### src/hdl/pin_mux_consts.vh
// Constants for the external data bus / port F pin multiplexer.
// Assumes the includer works in byte addresses on a 32-bit AXI4-Lite bus.
`ifndef PIN_MUX_CONSTS_VH
`define PIN_MUX_CONSTS_VH

`define OFS_BUS_CTRL 8'h00
`define OFS_PERIPH_EN 8'h04
`define OFS_DIR 8'h08
`define OFS_DATA_OUT 8'h0C
`define OFS_PULLUP 8'h10
`define OFS_PIN_IN 8'h14
`define OFS_STATUS 8'h18

`define BUS_DRIVE_HOLD_POS 0
`define NPINS 9
`define RST_BUS_CTRL 32'h0000_0000
`define RST_PERIPH_EN 9'h1FF
`define RST_DIR 9'h000
`define RST_DATA_OUT 9'h000
`define RST_PULLUP 9'h0FF
`define PIN8_IDX 8

`define RESP_OKAY 2'h0
`define RESP_SLVERR 2'h2

`endif

### src/hdl/ext_data_bus_gpio_pin_mux.v
// Pin multiplexer for data bits 7..15 shared with port F pins 0..8, AXI4-Lite regs.
// Assumes the memory interface drives bus_* from aclk; pads reach a top-level tristate cell.
`timescale 1ns/1ps
`include "pin_mux_consts.vh"
// Functional notes
// [RQ1] In bus mode data pins 7..15 carry external memory data.
// [RQ2] With the hold bit clear, pins 7..14 float while bus is idle.
// [RQ3] Software should set the hold bit to one to avoid floating pins.
// [RQ4] Each port F pin individually selectable as input or output in GPIO mode.
// [RQ5] Reset selects data bus function on all nine shared pins.
// [RQ6] Pins 0..7: clearing pull-up register bit disables the pull-up.
// [RQ7] Pin 8: setting pull-up register bit 8 disables the pull-up.
// [RQ8] During reset drivers are off and pull-ups are on.
// [RQ9] Peripheral-enable register lets software change bus/GPIO selection.
module ext_data_bus_gpio_pin_mux
#(
  parameter NPINS = `NPINS
)
(
  input wire aclk,
  input wire aresetn,
  input wire [7:0] s_axi_awaddr,
  input wire s_axi_awvalid,
  output wire s_axi_awready,
  input wire [31:0] s_axi_wdata,
  input wire [3:0] s_axi_wstrb,
  input wire s_axi_wvalid,
  output wire s_axi_wready,
  output reg [1:0] s_axi_bresp,
  output reg s_axi_bvalid,
  input wire s_axi_bready,
  input wire [7:0] s_axi_araddr,
  input wire s_axi_arvalid,
  output wire s_axi_arready,
  output reg [31:0] s_axi_rdata,
  output reg [1:0] s_axi_rresp,
  output reg s_axi_rvalid,
  input wire s_axi_rready,
  input wire bus_active,
  input wire bus_oe,
  input wire [NPINS-1:0] bus_wdata,
  output reg [NPINS-1:0] bus_rdata,
  input wire [NPINS-1:0] pad_in,
  output wire [NPINS-1:0] pad_out,
  output wire [NPINS-1:0] pad_oe,
  output wire [NPINS-1:0] pad_pullup_en
);

////////////////////////////////////////////////////////////////////////////
  reg [31:0] bus_ctrl_q;
  reg [NPINS-1:0] periph_en_q;
  reg [NPINS-1:0] dir_q;
  reg [NPINS-1:0] dout_q;
  reg [NPINS-1:0] pullup_q;
  reg [NPINS-1:0] sync1_q;
  reg [NPINS-1:0] sync2_q;
  reg [7:0] awaddr_q;
  reg aw_have_q;
  reg [31:0] wdata_q;
  reg [3:0] wstrb_q;
  reg w_have_q;
  wire do_write;
  wire do_read;
  wire [31:0] strb_mask;
  wire [31:0] rd_mux;
  reg [31:0] rd_word;
  reg rd_hit;
  reg wr_hit;
  wire bus_float;

  assign strb_mask = {{8{wstrb_q[3]}}, {8{wstrb_q[2]}}, {8{wstrb_q[1]}}, {8{wstrb_q[0]}}};
  // Address and data taken independently, one write outstanding
  assign s_axi_awready = ~aw_have_q & ~s_axi_bvalid;
  assign s_axi_wready = ~w_have_q & ~s_axi_bvalid;
  assign do_write = aw_have_q & w_have_q & ~s_axi_bvalid;
  assign s_axi_arready = ~s_axi_rvalid;
  assign do_read = s_axi_arvalid & ~s_axi_rvalid;

////////////////////////////////////////////////////////////////////////////
  always @(posedge aclk)
  begin
    if (!aresetn)
    begin
      aw_have_q <= 1'b0;
      w_have_q <= 1'b0;
      awaddr_q <= 8'h00;
      wdata_q <= 32'h0000_0000;
      wstrb_q <= 4'h0;
    end
    else
    begin
      if (s_axi_awvalid && s_axi_awready)
      begin
        aw_have_q <= 1'b1;
        awaddr_q <= s_axi_awaddr;
      end
      else if (do_write)
        aw_have_q <= 1'b0;
      if (s_axi_wvalid && s_axi_wready)
      begin
        w_have_q <= 1'b1;
        wdata_q <= s_axi_wdata;
        wstrb_q <= s_axi_wstrb;
      end
      else if (do_write)
        w_have_q <= 1'b0;
    end
  end

  always @*
  begin
    wr_hit = 1'b1;
    if (awaddr_q == `OFS_BUS_CTRL)
      wr_hit = 1'b1;
    else if (awaddr_q == `OFS_PERIPH_EN)
      wr_hit = 1'b1;
    else if (awaddr_q == `OFS_DIR)
      wr_hit = 1'b1;
    else if (awaddr_q == `OFS_DATA_OUT)
      wr_hit = 1'b1;
    else if (awaddr_q == `OFS_PULLUP)
      wr_hit = 1'b1;
    else
      wr_hit = 1'b0;
  end

  // Registers reset to bus mode, drivers inputs, pull-ups on
  always @(posedge aclk)
  begin
    if (!aresetn)
    begin
      bus_ctrl_q <= `RST_BUS_CTRL;
      periph_en_q <= `RST_PERIPH_EN; // [RQ5]
      dir_q <= `RST_DIR;
      dout_q <= `RST_DATA_OUT;
      pullup_q <= `RST_PULLUP; // [RQ8]
      s_axi_bvalid <= 1'b0;
      s_axi_bresp <= `RESP_OKAY;
    end
    else
    begin
      if (do_write)
      begin
        s_axi_bvalid <= 1'b1;
        s_axi_bresp <= wr_hit ? `RESP_OKAY : `RESP_SLVERR;
        if (awaddr_q == `OFS_BUS_CTRL)
          bus_ctrl_q <= (bus_ctrl_q & ~strb_mask) | (wdata_q & strb_mask); // [RQ3]
        else if (awaddr_q == `OFS_PERIPH_EN)
          periph_en_q <= (periph_en_q & ~strb_mask[NPINS-1:0]) | (wdata_q[NPINS-1:0] & strb_mask[NPINS-1:0]); // [RQ9]
        else if (awaddr_q == `OFS_DIR)
          dir_q <= (dir_q & ~strb_mask[NPINS-1:0]) | (wdata_q[NPINS-1:0] & strb_mask[NPINS-1:0]); // [RQ4]
        else if (awaddr_q == `OFS_DATA_OUT)
          dout_q <= (dout_q & ~strb_mask[NPINS-1:0]) | (wdata_q[NPINS-1:0] & strb_mask[NPINS-1:0]);
        else if (awaddr_q == `OFS_PULLUP)
          pullup_q <= (pullup_q & ~strb_mask[NPINS-1:0]) | (wdata_q[NPINS-1:0] & strb_mask[NPINS-1:0]);
      end
      else if (s_axi_bvalid && s_axi_bready)
        s_axi_bvalid <= 1'b0;
    end
  end

////////////////////////////////////////////////////////////////////////////
  always @*
  begin
    rd_hit = 1'b1;
    rd_word = 32'h0000_0000;
    if (s_axi_araddr == `OFS_BUS_CTRL)
      rd_word = bus_ctrl_q;
    else if (s_axi_araddr == `OFS_PERIPH_EN)
      rd_word[NPINS-1:0] = periph_en_q;
    else if (s_axi_araddr == `OFS_DIR)
      rd_word[NPINS-1:0] = dir_q;
    else if (s_axi_araddr == `OFS_DATA_OUT)
      rd_word[NPINS-1:0] = dout_q;
    else if (s_axi_araddr == `OFS_PULLUP)
      rd_word[NPINS-1:0] = pullup_q;
    else if (s_axi_araddr == `OFS_PIN_IN)
      rd_word[NPINS-1:0] = sync2_q;
    else if (s_axi_araddr == `OFS_STATUS)
      rd_word[1:0] = {bus_float, bus_active};
    else
      rd_hit = 1'b0;
  end
  assign rd_mux = rd_word;

  always @(posedge aclk)
  begin
    if (!aresetn)
    begin
      s_axi_rvalid <= 1'b0;
      s_axi_rdata <= 32'h0000_0000;
      s_axi_rresp <= `RESP_OKAY;
    end
    else if (do_read)
    begin
      s_axi_rvalid <= 1'b1;
      s_axi_rdata <= rd_mux;
      s_axi_rresp <= rd_hit ? `RESP_OKAY : `RESP_SLVERR;
    end
    else if (s_axi_rvalid && s_axi_rready)
      s_axi_rvalid <= 1'b0;
  end

////////////////////////////////////////////////////////////////////////////
  // Pads are asynchronous to aclk, so two stages before use
  always @(posedge aclk)
  begin
    if (!aresetn)
    begin
      sync1_q <= {NPINS{1'b0}};
      sync2_q <= {NPINS{1'b0}};
      bus_rdata <= {NPINS{1'b0}};
    end
    else
    begin
      sync1_q <= pad_in;
      sync2_q <= sync1_q;
      bus_rdata <= sync2_q; // [RQ1]
    end
  end

  // Bit 8 has no float control: only 7..14 float when hold bit is clear
  assign bus_float = ~bus_ctrl_q[`BUS_DRIVE_HOLD_POS] & ~bus_active; // [RQ2]

  genvar i;
  generate
    for (i = 0; i < NPINS; i = i + 1)
    begin : g_pin
      pin_slice u_pin
      (
        .in_reset(~aresetn),
        .bus_sel(periph_en_q[i]),
        .bus_oe(bus_oe),
        .bus_out(bus_wdata[i]),
        .bus_float((i == `PIN8_IDX) ? 1'b0 : bus_float),
        .gpio_dir(dir_q[i]),
        .gpio_out(dout_q[i]),
        .pu_bit(pullup_q[i]),
        .pu_clear_disables((i == `PIN8_IDX) ? 1'b0 : 1'b1),
        .pad_out(pad_out[i]),
        .pad_oe(pad_oe[i]),
        .pad_pullup_en(pad_pullup_en[i])
      );
    end
  endgenerate

endmodule

### src/hdl/pin_slice.v
// One shared pin: chooses between bus and GPIO ownership, drive and pull-up.
// Assumes all inputs come from aclk-domain logic; pad input is synchronised elsewhere.
`timescale 1ns/1ps
module pin_slice
(
  input wire in_reset,
  input wire bus_sel,
  input wire bus_oe,
  input wire bus_out,
  input wire bus_float,
  input wire gpio_dir,
  input wire gpio_out,
  input wire pu_bit,
  input wire pu_clear_disables,
  output wire pad_out,
  output wire pad_oe,
  output wire pad_pullup_en
);
  // Reset forces driver off and pull-up on
  assign pad_oe = in_reset ? 1'b0 : bus_sel ? (bus_oe & ~bus_float) : gpio_dir; // [RQ8] [RQ2] [RQ4]
  assign pad_out = bus_sel ? bus_out : gpio_out; // [RQ1]
  // Pins 0..7 use clear-to-disable, pin 8 set-to-disable
  assign pad_pullup_en = in_reset ? 1'b1 : pu_clear_disables ? pu_bit : ~pu_bit; // [RQ8] [RQ6] [RQ7]
endmodule

### config.mk
export PLATFORM = sky130hd
export DESIGN_NAME = ext_data_bus_gpio_pin_mux
export DESIGN_NICKNAME = d
export VERILOG_FILES = /design/src/hdl/ext_data_bus_gpio_pin_mux.v /design/src/hdl/pin_slice.v
export VERILOG_INCLUDE_DIRS = /design/src /design/src/hdl
export SDC_FILE = /design/constraint.sdc
export NUM_CORES = 1
export LEC_CHECK = 0
export BUFFER_PORTS_ARGS = -buffer_cell sky130_fd_sc_hd__buf_4
export CORE_MARGIN = 5
export CORE_UTILIZATION = 55
export DETAILED_ROUTE_END_ITERATION = 8
export GPL_TIMING_DRIVEN = 0
export PLACE_DENSITY = 0.78
export SYNTH_ARGS = -nofsm -noshare
export SYNTH_HDL_FRONTEND = slang
export SYNTH_SLANG_ARGS = --single-unit
### constraint.sdc
create_clock -name aclk -period 2.3 [get_ports aclk]
set_input_delay 0 -clock aclk [delete_from_list [all_inputs] [get_ports aclk]]
set_output_delay 0 -clock aclk [all_outputs]
set_load 0.03 [all_outputs]
# ---- Word level (Yosys, flattened, before mapping)
# Cells that the tools add are included.
# W data, S select, Z words.
dict set report totals {
  in_bits 79
  register_bits 179
}
dict set report classes {
  bitwise_logic 33
  n_mux 66
  n_eq_ne 10
  n_reduce_logical 15
}
# cell n
set ops {}
lappend ops {{$and A32 B32 Y32} 2}
lappend ops {{$mux W1} 55}
lappend ops {{$and A9 B9 Y9} 5}
lappend ops {{$mux W9} 5}
lappend ops {{$or A9 B9 Y9} 4}
lappend ops {{$eq A8 B4 Y1 const B} 4}
lappend ops {{$eq A8 B5 Y1 const B} 4}
lappend ops {{$not A32 Y32} 1}
lappend ops {{$or A32 B32 Y32} 1}
lappend ops {{$mux W23} 1}
lappend ops {{$eq A8 B3 Y1 const B} 2}
lappend ops {{$logic_not A8 Y1} 2}
lappend ops {{$not A1 Y1} 12}
lappend ops {{$not A9 Y9} 1}
lappend ops {{$mux W2} 4}
lappend ops {{$reduce_bool A2 Y1} 4}
lappend ops {{$and A1 B1 Y1} 7}
lappend ops {{$mux W7} 1}
lappend ops {{$reduce_and A6 Y1} 1}
lappend ops {{$reduce_and A5 Y1} 1}
lappend ops {{$logic_and A1 B1 Y1} 4}
lappend ops {{$reduce_and A4 Y1} 1}
lappend ops {{$reduce_and A3 Y1} 1}
lappend ops {{$reduce_and A2 Y1} 1}

# ---- Longest topological paths before layout
# Gate-level depths: netlist of the first run.
dict set report logic_depth {
  word_depth 9
  ltp_mapped 7
  mapped_depth_nobuf 4
}

# ---- Modules after synthesis
# A second synthesis of the first run with hierarchy kept.
dict set report hier_totals {
  hier_cells 838
  hier_area_um2 7312.0
}
# mod seq_area_each_um2 area_per_inst_um2 cells_per_inst n_inst
set modules_own_cells {}
lappend modules_own_cells {ext_data_bus_gpio_pin_mux 3543.4 6872.8 784 1}
lappend modules_own_cells {pin_slice 0.0 48.8 6 9}

# ---- Worst setup path after synthesis of the first run
# Ideal clock, no wire load.
dict set report synth_path {
  path_type {flip-flop to flip-flop}
  from {register s_axi_bvalid}
  to {register with a tool-made name}
  setup_ps 129
  setup_slack_ps 328
  path_buffers 1
  synth_period_minus_slack_ps 1972
  t_arrival_ps 1843
  stages_incl_launch_ff 6
  path_cell_list {dfxtp_1 -> nand3b_1 -> buf_2 -> nor4_4 -> mux2i_1 -> nand2_1}
}
# item line
set synth_rtl {}
lappend synth_rtl {{start, declared} ext_data_bus_gpio_pin_mux.v:30} ;# output reg s_axi_bvalid,
lappend synth_rtl {{start signal, assigned} ext_data_bus_gpio_pin_mux.v:137} ;# s_axi_bvalid <= 1'b0;
lappend synth_rtl {{start signal, assigned} ext_data_bus_gpio_pin_mux.v:144} ;# s_axi_bvalid <= 1'b1;
lappend synth_rtl {{start signal, assigned} ext_data_bus_gpio_pin_mux.v:158} ;# s_axi_bvalid <= 1'b0;

==> impl_metrics.yaml, run 1 <==
sta:
  drv_slew: 0
  min_period_ps: 2150
  fmax_mhz: 465
  finalCritPeriodShare: 0.936
  layout_setup_ws_ps: 148
  setup_tns_ps: 0
  clock_skew_ps: 7.63
  worst_pin_slew_ps: 1230
  hold_viol: 0
  max_slew_margin: 0.170
  rsz0062_at_grt: "false"
  finalSetupViolations: 0
cells_and_area:
  drive_above_1_share: 0.213
  layout_common_cells: "nand2_1, buf_4, dfxtp_1, mux2i_1, dlygate4sd3_1"
  finalInstanceArea_sq_um: 10400
  nets: 1190
  area_delta_synth_final_pct: 32.9
  final_common_cell: "nand2_1"
  utilization: 0.747
  num_antenna_cells: 0
  stdcell_count: 1303
  num-fill-cells: 1067
global_route:
  grt_use_total: 0.272
  grt_max_degree: 17
  grt_pass1_vias: 6719
  grt_pass1_wl_mm: 35.3
  antenna_found_initial: 0
  overflow: 0
placed_design:
  portBuffers: 151
  place_ws_ps: 94.9
  gp_congestion: 0.926
  dp_cells: 1210
  place_area_sq_um: 9200
  hpwl_mm: 16.0
detailed_routing:
  vias_per_cell: 5.36
  wire_per_inst_um: 17.3
  drc: 0
  vias: 6989
  ant_nets: 0
  wl_mm: 22.5
  drtPass1Iterations: 5
  drt_iter0_drc: 578
synthesis:
  ys.flop_type: "dfxtp_1"
  yosys_warnings: 0
  synth-edff-count: 0
  synthArstFlopShare: 0
  synth_seq_cells: 177
  synthDistinctLibCells: 50
  ys_seq_area_frac: 0.452
  syn_avg_cell_area_sq_um: 8.92
  syn_area_sq_um: 7830
  synthCells: 878
clock_tree:
  cts.sinks: 177
  cts-htree-levels: 4
  numCtsBuffers: 17
  cts_tree: "built"
  cts_root_buf: "clkbuf_16"
  clkTransAtPathRegs_ps: 70
  cts_max_path_buffers: 2
  clk_latency_ps: 420
pwr:
  internal_power_mw: 5.08
  p_clk_frac: 0.413
  p_sw_mw: 1.72
  p_leak_nw: 4.15
  power_frac_seq: 0.471
  power_per_cell_area_nw_per_um2: 653
  ir_drop_uv: 550
  combPwrFrac: 0.116
  p_sw_frac: 0.253
floorplanning:
  rows: 43
  floorplan.initialDensity: 0.562
  die_h_um: 129
  core_area_sq_um: 13900
  die_w_um: 129
  die-area_sq_um: 16700
  boundaryPins: 156
worst_setup_path:
  path_cells: "or4_4 -> buf_6 -> nor4_4 -> mux2i_1 -> nor2b_1"
  rrSetupSlack_ps: 150
  cp.depth: 5
  crit_buf_inv: 1
  path_delay_family: "simple AND/OR/NAND/NOR gates"
  crit_path_start: "awaddr_q[1]"
  endpoint_kind: "flop"
  worstPathRequired_ps: 2610
  crit_path_max_incr_delay_ps: 670
  cp.arrival_ps: 2470
  cp-start-kind: "flop"
  worstSetupPathType: "flop to flop"
  slowest_stage: "nor4_4"
  reg2reg_from: "awaddr_q[1]"
  critical_path.max_fanout: 9
  reg2reg_depth: 5
run:
  maxCapViolCount: 0
outcome:
  status: "completed"
worst_hold_path:
  min_path_type: "primary input to flop"
[routing by layer]
| layer | GRT usage | up-vias | part of all wire |
|---|---|---|---|
| li1 | - | 3424 | - |
| met1 | 0.362 | 3276 | 0.43 |
| met2 | 0.437 | 243 | 0.47 |
| met3 | 0.0610 | 46 | 0.065 |
| met4 | 0.0945 | 0 | 0.028 |
| met5 | 0 | - | 0 |
[cell usage after synthesis (3+ instances only)]
library cell  number  share of area
nand2_1          215           0.10
dfxtp_1          177           0.45
mux2i_1           76          0.097
clkbuf_1          54          0.026
a21boi_0          48          0.046
nor2b_1           39          0.031
a21oi_1           33          0.021
and2_1            33          0.026
buf_4             29          0.028
and3b_1           14          0.016
nand2b_1          13          0.010
o21ai_0           13         0.0083
nor2_1            11         0.0053
a31oi_1            9         0.0072
nand3b_1           9         0.0086
mux2_2             8          0.012
nand3_1            8         0.0051
a211oi_1           7         0.0067
a22o_1             7         0.0078
o211ai_1           7         0.0067
a32o_1             6         0.0077
inv_1              5         0.0024
nor3_1             5         0.0032
nor4_1             5         0.0040
nor4_4             5          0.014
nand4b_1           4         0.0045
and4_1             3         0.0034
buf_2              3         0.0019
o21a_1             3         0.0029
o31ai_1            3         0.0029
or4bb_1            3         0.0043
[timing repair]
| item | CTS | global route |
|---|---|---|
| resized for setup | 0 | 1 |
| setup endpoints to repair | 0 | 18 |
| hold buffers | 58 | 0 |
| hold endpoints to repair | 56 | 0 |
| buffers inserted | 0 | 4 |
[tightest hold or removal path, cell delays in order]
cell and delay (ps):
buf_4 120, nor3_1 80, o2111ai_1 110, o31ai_1 70
[power groups by stage]
| stage | Sequential (mW) | Combinational, mW | Clock, mW |
|---|---|---|---|
| 6_report | 3.20 | 0.788 | 2.80 |
| 5_1_grt | 3.21 | 0.857 | 2.96 |
| 4_1_cts | 3.20 | 0.779 | 2.82 |
| 3_5_place_dp | 3.27 | 0.698 | 0 |
| 3_3_place_gp | 3.26 | 0.691 | 0 |
| 2_1_floorplan | 3.26 | 0.409 | 0 |
[cells by family (layout without fill, tap and decap cells)]
kind of cell	Yosys count	count (layout)	share of synthesized area
and+or+nand+nor	381	381	0.255
DFF	177	177	0.452
AOI/OAI and AO/OA	141	141	0.123
buffers and inverters	94	338	0.0604
muxes	84	84	0.109
other	1	2	0.000479
[worst min-delay path by stage]
stage,startpoint,endpoint,slack (ps),cells past startpoint
final,s_axi_araddr[1],s_axi_rdata[0],20,4
after CTS,s_axi_araddr[1],s_axi_rdata[0],4,4
after global routing,s_axi_araddr[1],s_axi_rdata[0],40,4
after floorplan,pad_in[0],sync1_q[0],130,1
after global placement,pad_in[6],sync1_q[6],210,2
after detailed placement,pad_in[8],sync1_q[8],210,2
[per-stage QoR]
stage	hold slack [ps]	total power, mW
2_1_floorplan	127	3.67
3_3_place_gp	210	3.96
3_5_place_dp	212	3.97
4_1_cts	4.05	6.80
5_1_grt	37.7	7.02
6_report	17.3	6.79
[layout make-up]
class	count	area, sq um	share of cell area
inverters	5	18.8	0.00180
well taps	180	225	0.0216
flip-flops and latches	177	3540	0.340
plain buffers	89	454	0.0436
multi-input cells	608	3830	0.368
clock buffers	20	467	0.0448
repair buffers	213	1770	0.170
clock inverters	11	104	0.00998
Power figures use the tool's default switching activity.
==> run 2, diff against run 1 <==
--- a/config.mk
+++ b/config.mk
@@ -12,6 +12,7 @@
 export DETAILED_ROUTE_END_ITERATION = 8
 export GPL_TIMING_DRIVEN = 0
 export PLACE_DENSITY = 0.78
+export SETUP_SLACK_MARGIN = 0.2
 export SYNTH_ARGS = -nofsm -noshare
 export SYNTH_HDL_FRONTEND = slang
 export SYNTH_SLANG_ARGS = --single-unit
==> run 2 against run 1 <==
Net effect: worst setup slack better by 150 ps; power increased by 0.19%; sequential share of layout area decreased by 0.28 points; die area is the same; clock skew rose by 0.54 ps; global-route usage increased by 0.17 points; sequential power about the same; wire length is 0.84% higher; combinational power rose by 1%; count of clock-buffer cells in the layout unchanged; largest power group unchanged; highest routed layer unchanged.
==> impl_metrics.yaml, run 2 (synthesis results as in run 1) <==
worst_setup_path:
  slowest_stage: "or4bb_1"
  cp.arrival_ps: 2290
  worstSetupPathType: "flop to flop"
  worstPathRequired_ps: 2590
  cp-start-kind: "flop"
  path_cells: "clkbuf_1 -> or4bb_1 -> nor4_4 -> buf_12 -> mux2i_1 -> nand2_1"
  crit_path_max_incr_delay_ps: 580
  rrSetupSlack_ps: 300
  endpoint_kind: "flop"
  critical_path.max_fanout: 10
  reg2reg_depth: 6
sta:
  setup_tns_ps: 0
  hold_viol: 0
  worst_pin_slew_ps: 1220
  whs_ps: 36.0
  finalCritPeriodShare: 0.869
  drv_slew: 0
  layout_setup_ws_ps: 301
  max_slew_margin: 0.177
  finalSetupViolations: 0
  fmax_mhz: 500
  clock_skew_ps: 8.16
  min_period_ps: 2000
  rsz0062_at_grt: "false"
detailed_routing:
  ant_nets: 0
  wire_per_inst_um: 17.4
  wl_mm: 22.7
  drc: 0
  vias_per_cell: 5.41
  drt_iter0_drc: 599
  drtPass1Iterations: 5
  vias: 7070
global_route:
  grt_use_total: 0.273
  grt_pass1_wl_mm: 35.6
  antenna_found_initial: 0
  grt_pass1_vias: 6801
  busiest_layer: "met2"
  grt_max_degree: 17
  met3_usage: 0.0614
  use_met1: 0.364
  grt_util_met2: 0.439
  overflow: 0
cells_and_area:
  layout_common_cells: "nand2_1, buf_4, dfxtp_1, mux2i_1, dlygate4sd3_1"
  area_delta_synth_final_pct: 34.0
  num-fill-cells: 1051
  multi_input_area_sq_um: 3840
  final_common_cell: "nand2_1"
  regArea_sq_um: 3540
  nets: 1195
  finalInstanceArea_sq_um: 10500
  drive_above_1_share: 0.223
  num_antenna_cells: 0
clock_tree:
  clkTransAtPathRegs_ps: 70
  cts-htree-levels: 4
  cts_max_path_buffers: 2
  cts.sinks: 177
  numCtsBuffers: 17
  clk_latency_ps: 420
  cts_root_buf: "clkbuf_16"
  cts_tree: "built"
worst_hold_path:
  hold_depth: 4
  min_path_type: "primary input to flop"
floorplanning:
  die_h_um: 129
  boundaryPins: 156
  die-area_sq_um: 16700
  core_area_sq_um: 13900
  rows: 43
  floorplan.initialDensity: 0.562
  die_w_um: 129
placed_design:
  place_area_sq_um: 9200
  gp_congestion: 0.926
  portBuffers: 151
  place_ws_ps: 94.9
  hpwl_mm: 16.0
run:
  maxCapViolCount: 0
pwr:
  power_per_cell_area_nw_per_um2: 649
  ir_drop_uv: 548
  p_leak_nw: 4.20
outcome:
  status: "completed"
[run 2: changes by cell type in the layout (fill, tap and decap cells not counted)]
cell	change
nor4_4	+1
clkbuf_4	+1
clkbuf_2	+7
buf_2	-2
nor4_2	-1
buf_4	+4
buf_12	+2
clkbuf_1	-7
[run 2: area by class of cell]
| cell class | instances | area share |
|---|---|---|
| clock inverters | 11 | 0.00990 |
| repair buffers | 218 | 0.175 |
| multi-input cells | 608 | 0.366 |
| plain buffers | 89 | 0.0446 |
| flip-flops and latches | 177 | 0.338 |
| well taps | 180 | 0.0215 |
| inverters | 5 | 0.00179 |
| clock buffers | 20 | 0.0445 |
[run 2: what timing repair did]
action	CTS	global route
hold buffers	58	0
gates resized for setup	1	18
pin swaps	5	2
endpoints found under the setup margin	34	55
cloned	0	0
buffers inserted	5	4
endpoints found under the hold margin	56	0
[run 2: worst paths after layout]
check                   from        endpoint
max reg2reg      awaddr_q[3]            flop
min reg2reg       sync1_q[4]      sync2_q[4]
max              awaddr_q[3]            flop
min          s_axi_araddr[1]  s_axi_rdata[0]
[run 2: layer usage]
layer,up-vias,share of wire
li1,3438,-
met2,253,0.47
met3,47,0.066
met1,3332,0.43
met5,-,0
met4,0,0.028
[run 2: per-stage QoR]
stage / power (mW) / cells / utilization
floorplan: 3.67 / 879 / -
global placement: 3.96 / 1210 / 0.660
detailed placement: 3.97 / 1210 / 0.660
CTS: 6.80 / 1304 / 0.748
global route: 7.03 / 1308 / 0.753
finish: 6.81 / 1308 / 0.753
[run 2: power breakdown]
part | leakage [nW] | internal, mW | switching (mW)
Sequential | 1.44 | 3.14 | 0.0557
Clock | 0.285 | 1.58 | 1.22
Combinational | 2.48 | 0.355 | 0.444
Total | 4.20 | 5.08 | 1.72
[run 2: critical path, delay by kind of cell (launching register included)]
| kind | cells | cell delay, ps |
|---|---|---|
| AND/OR/NAND/NOR | 3 | 940 |
| buffers and inverters | 2 | 400 |
| flip-flops | 1 | 330 |
| multiplexers | 1 | 180 |
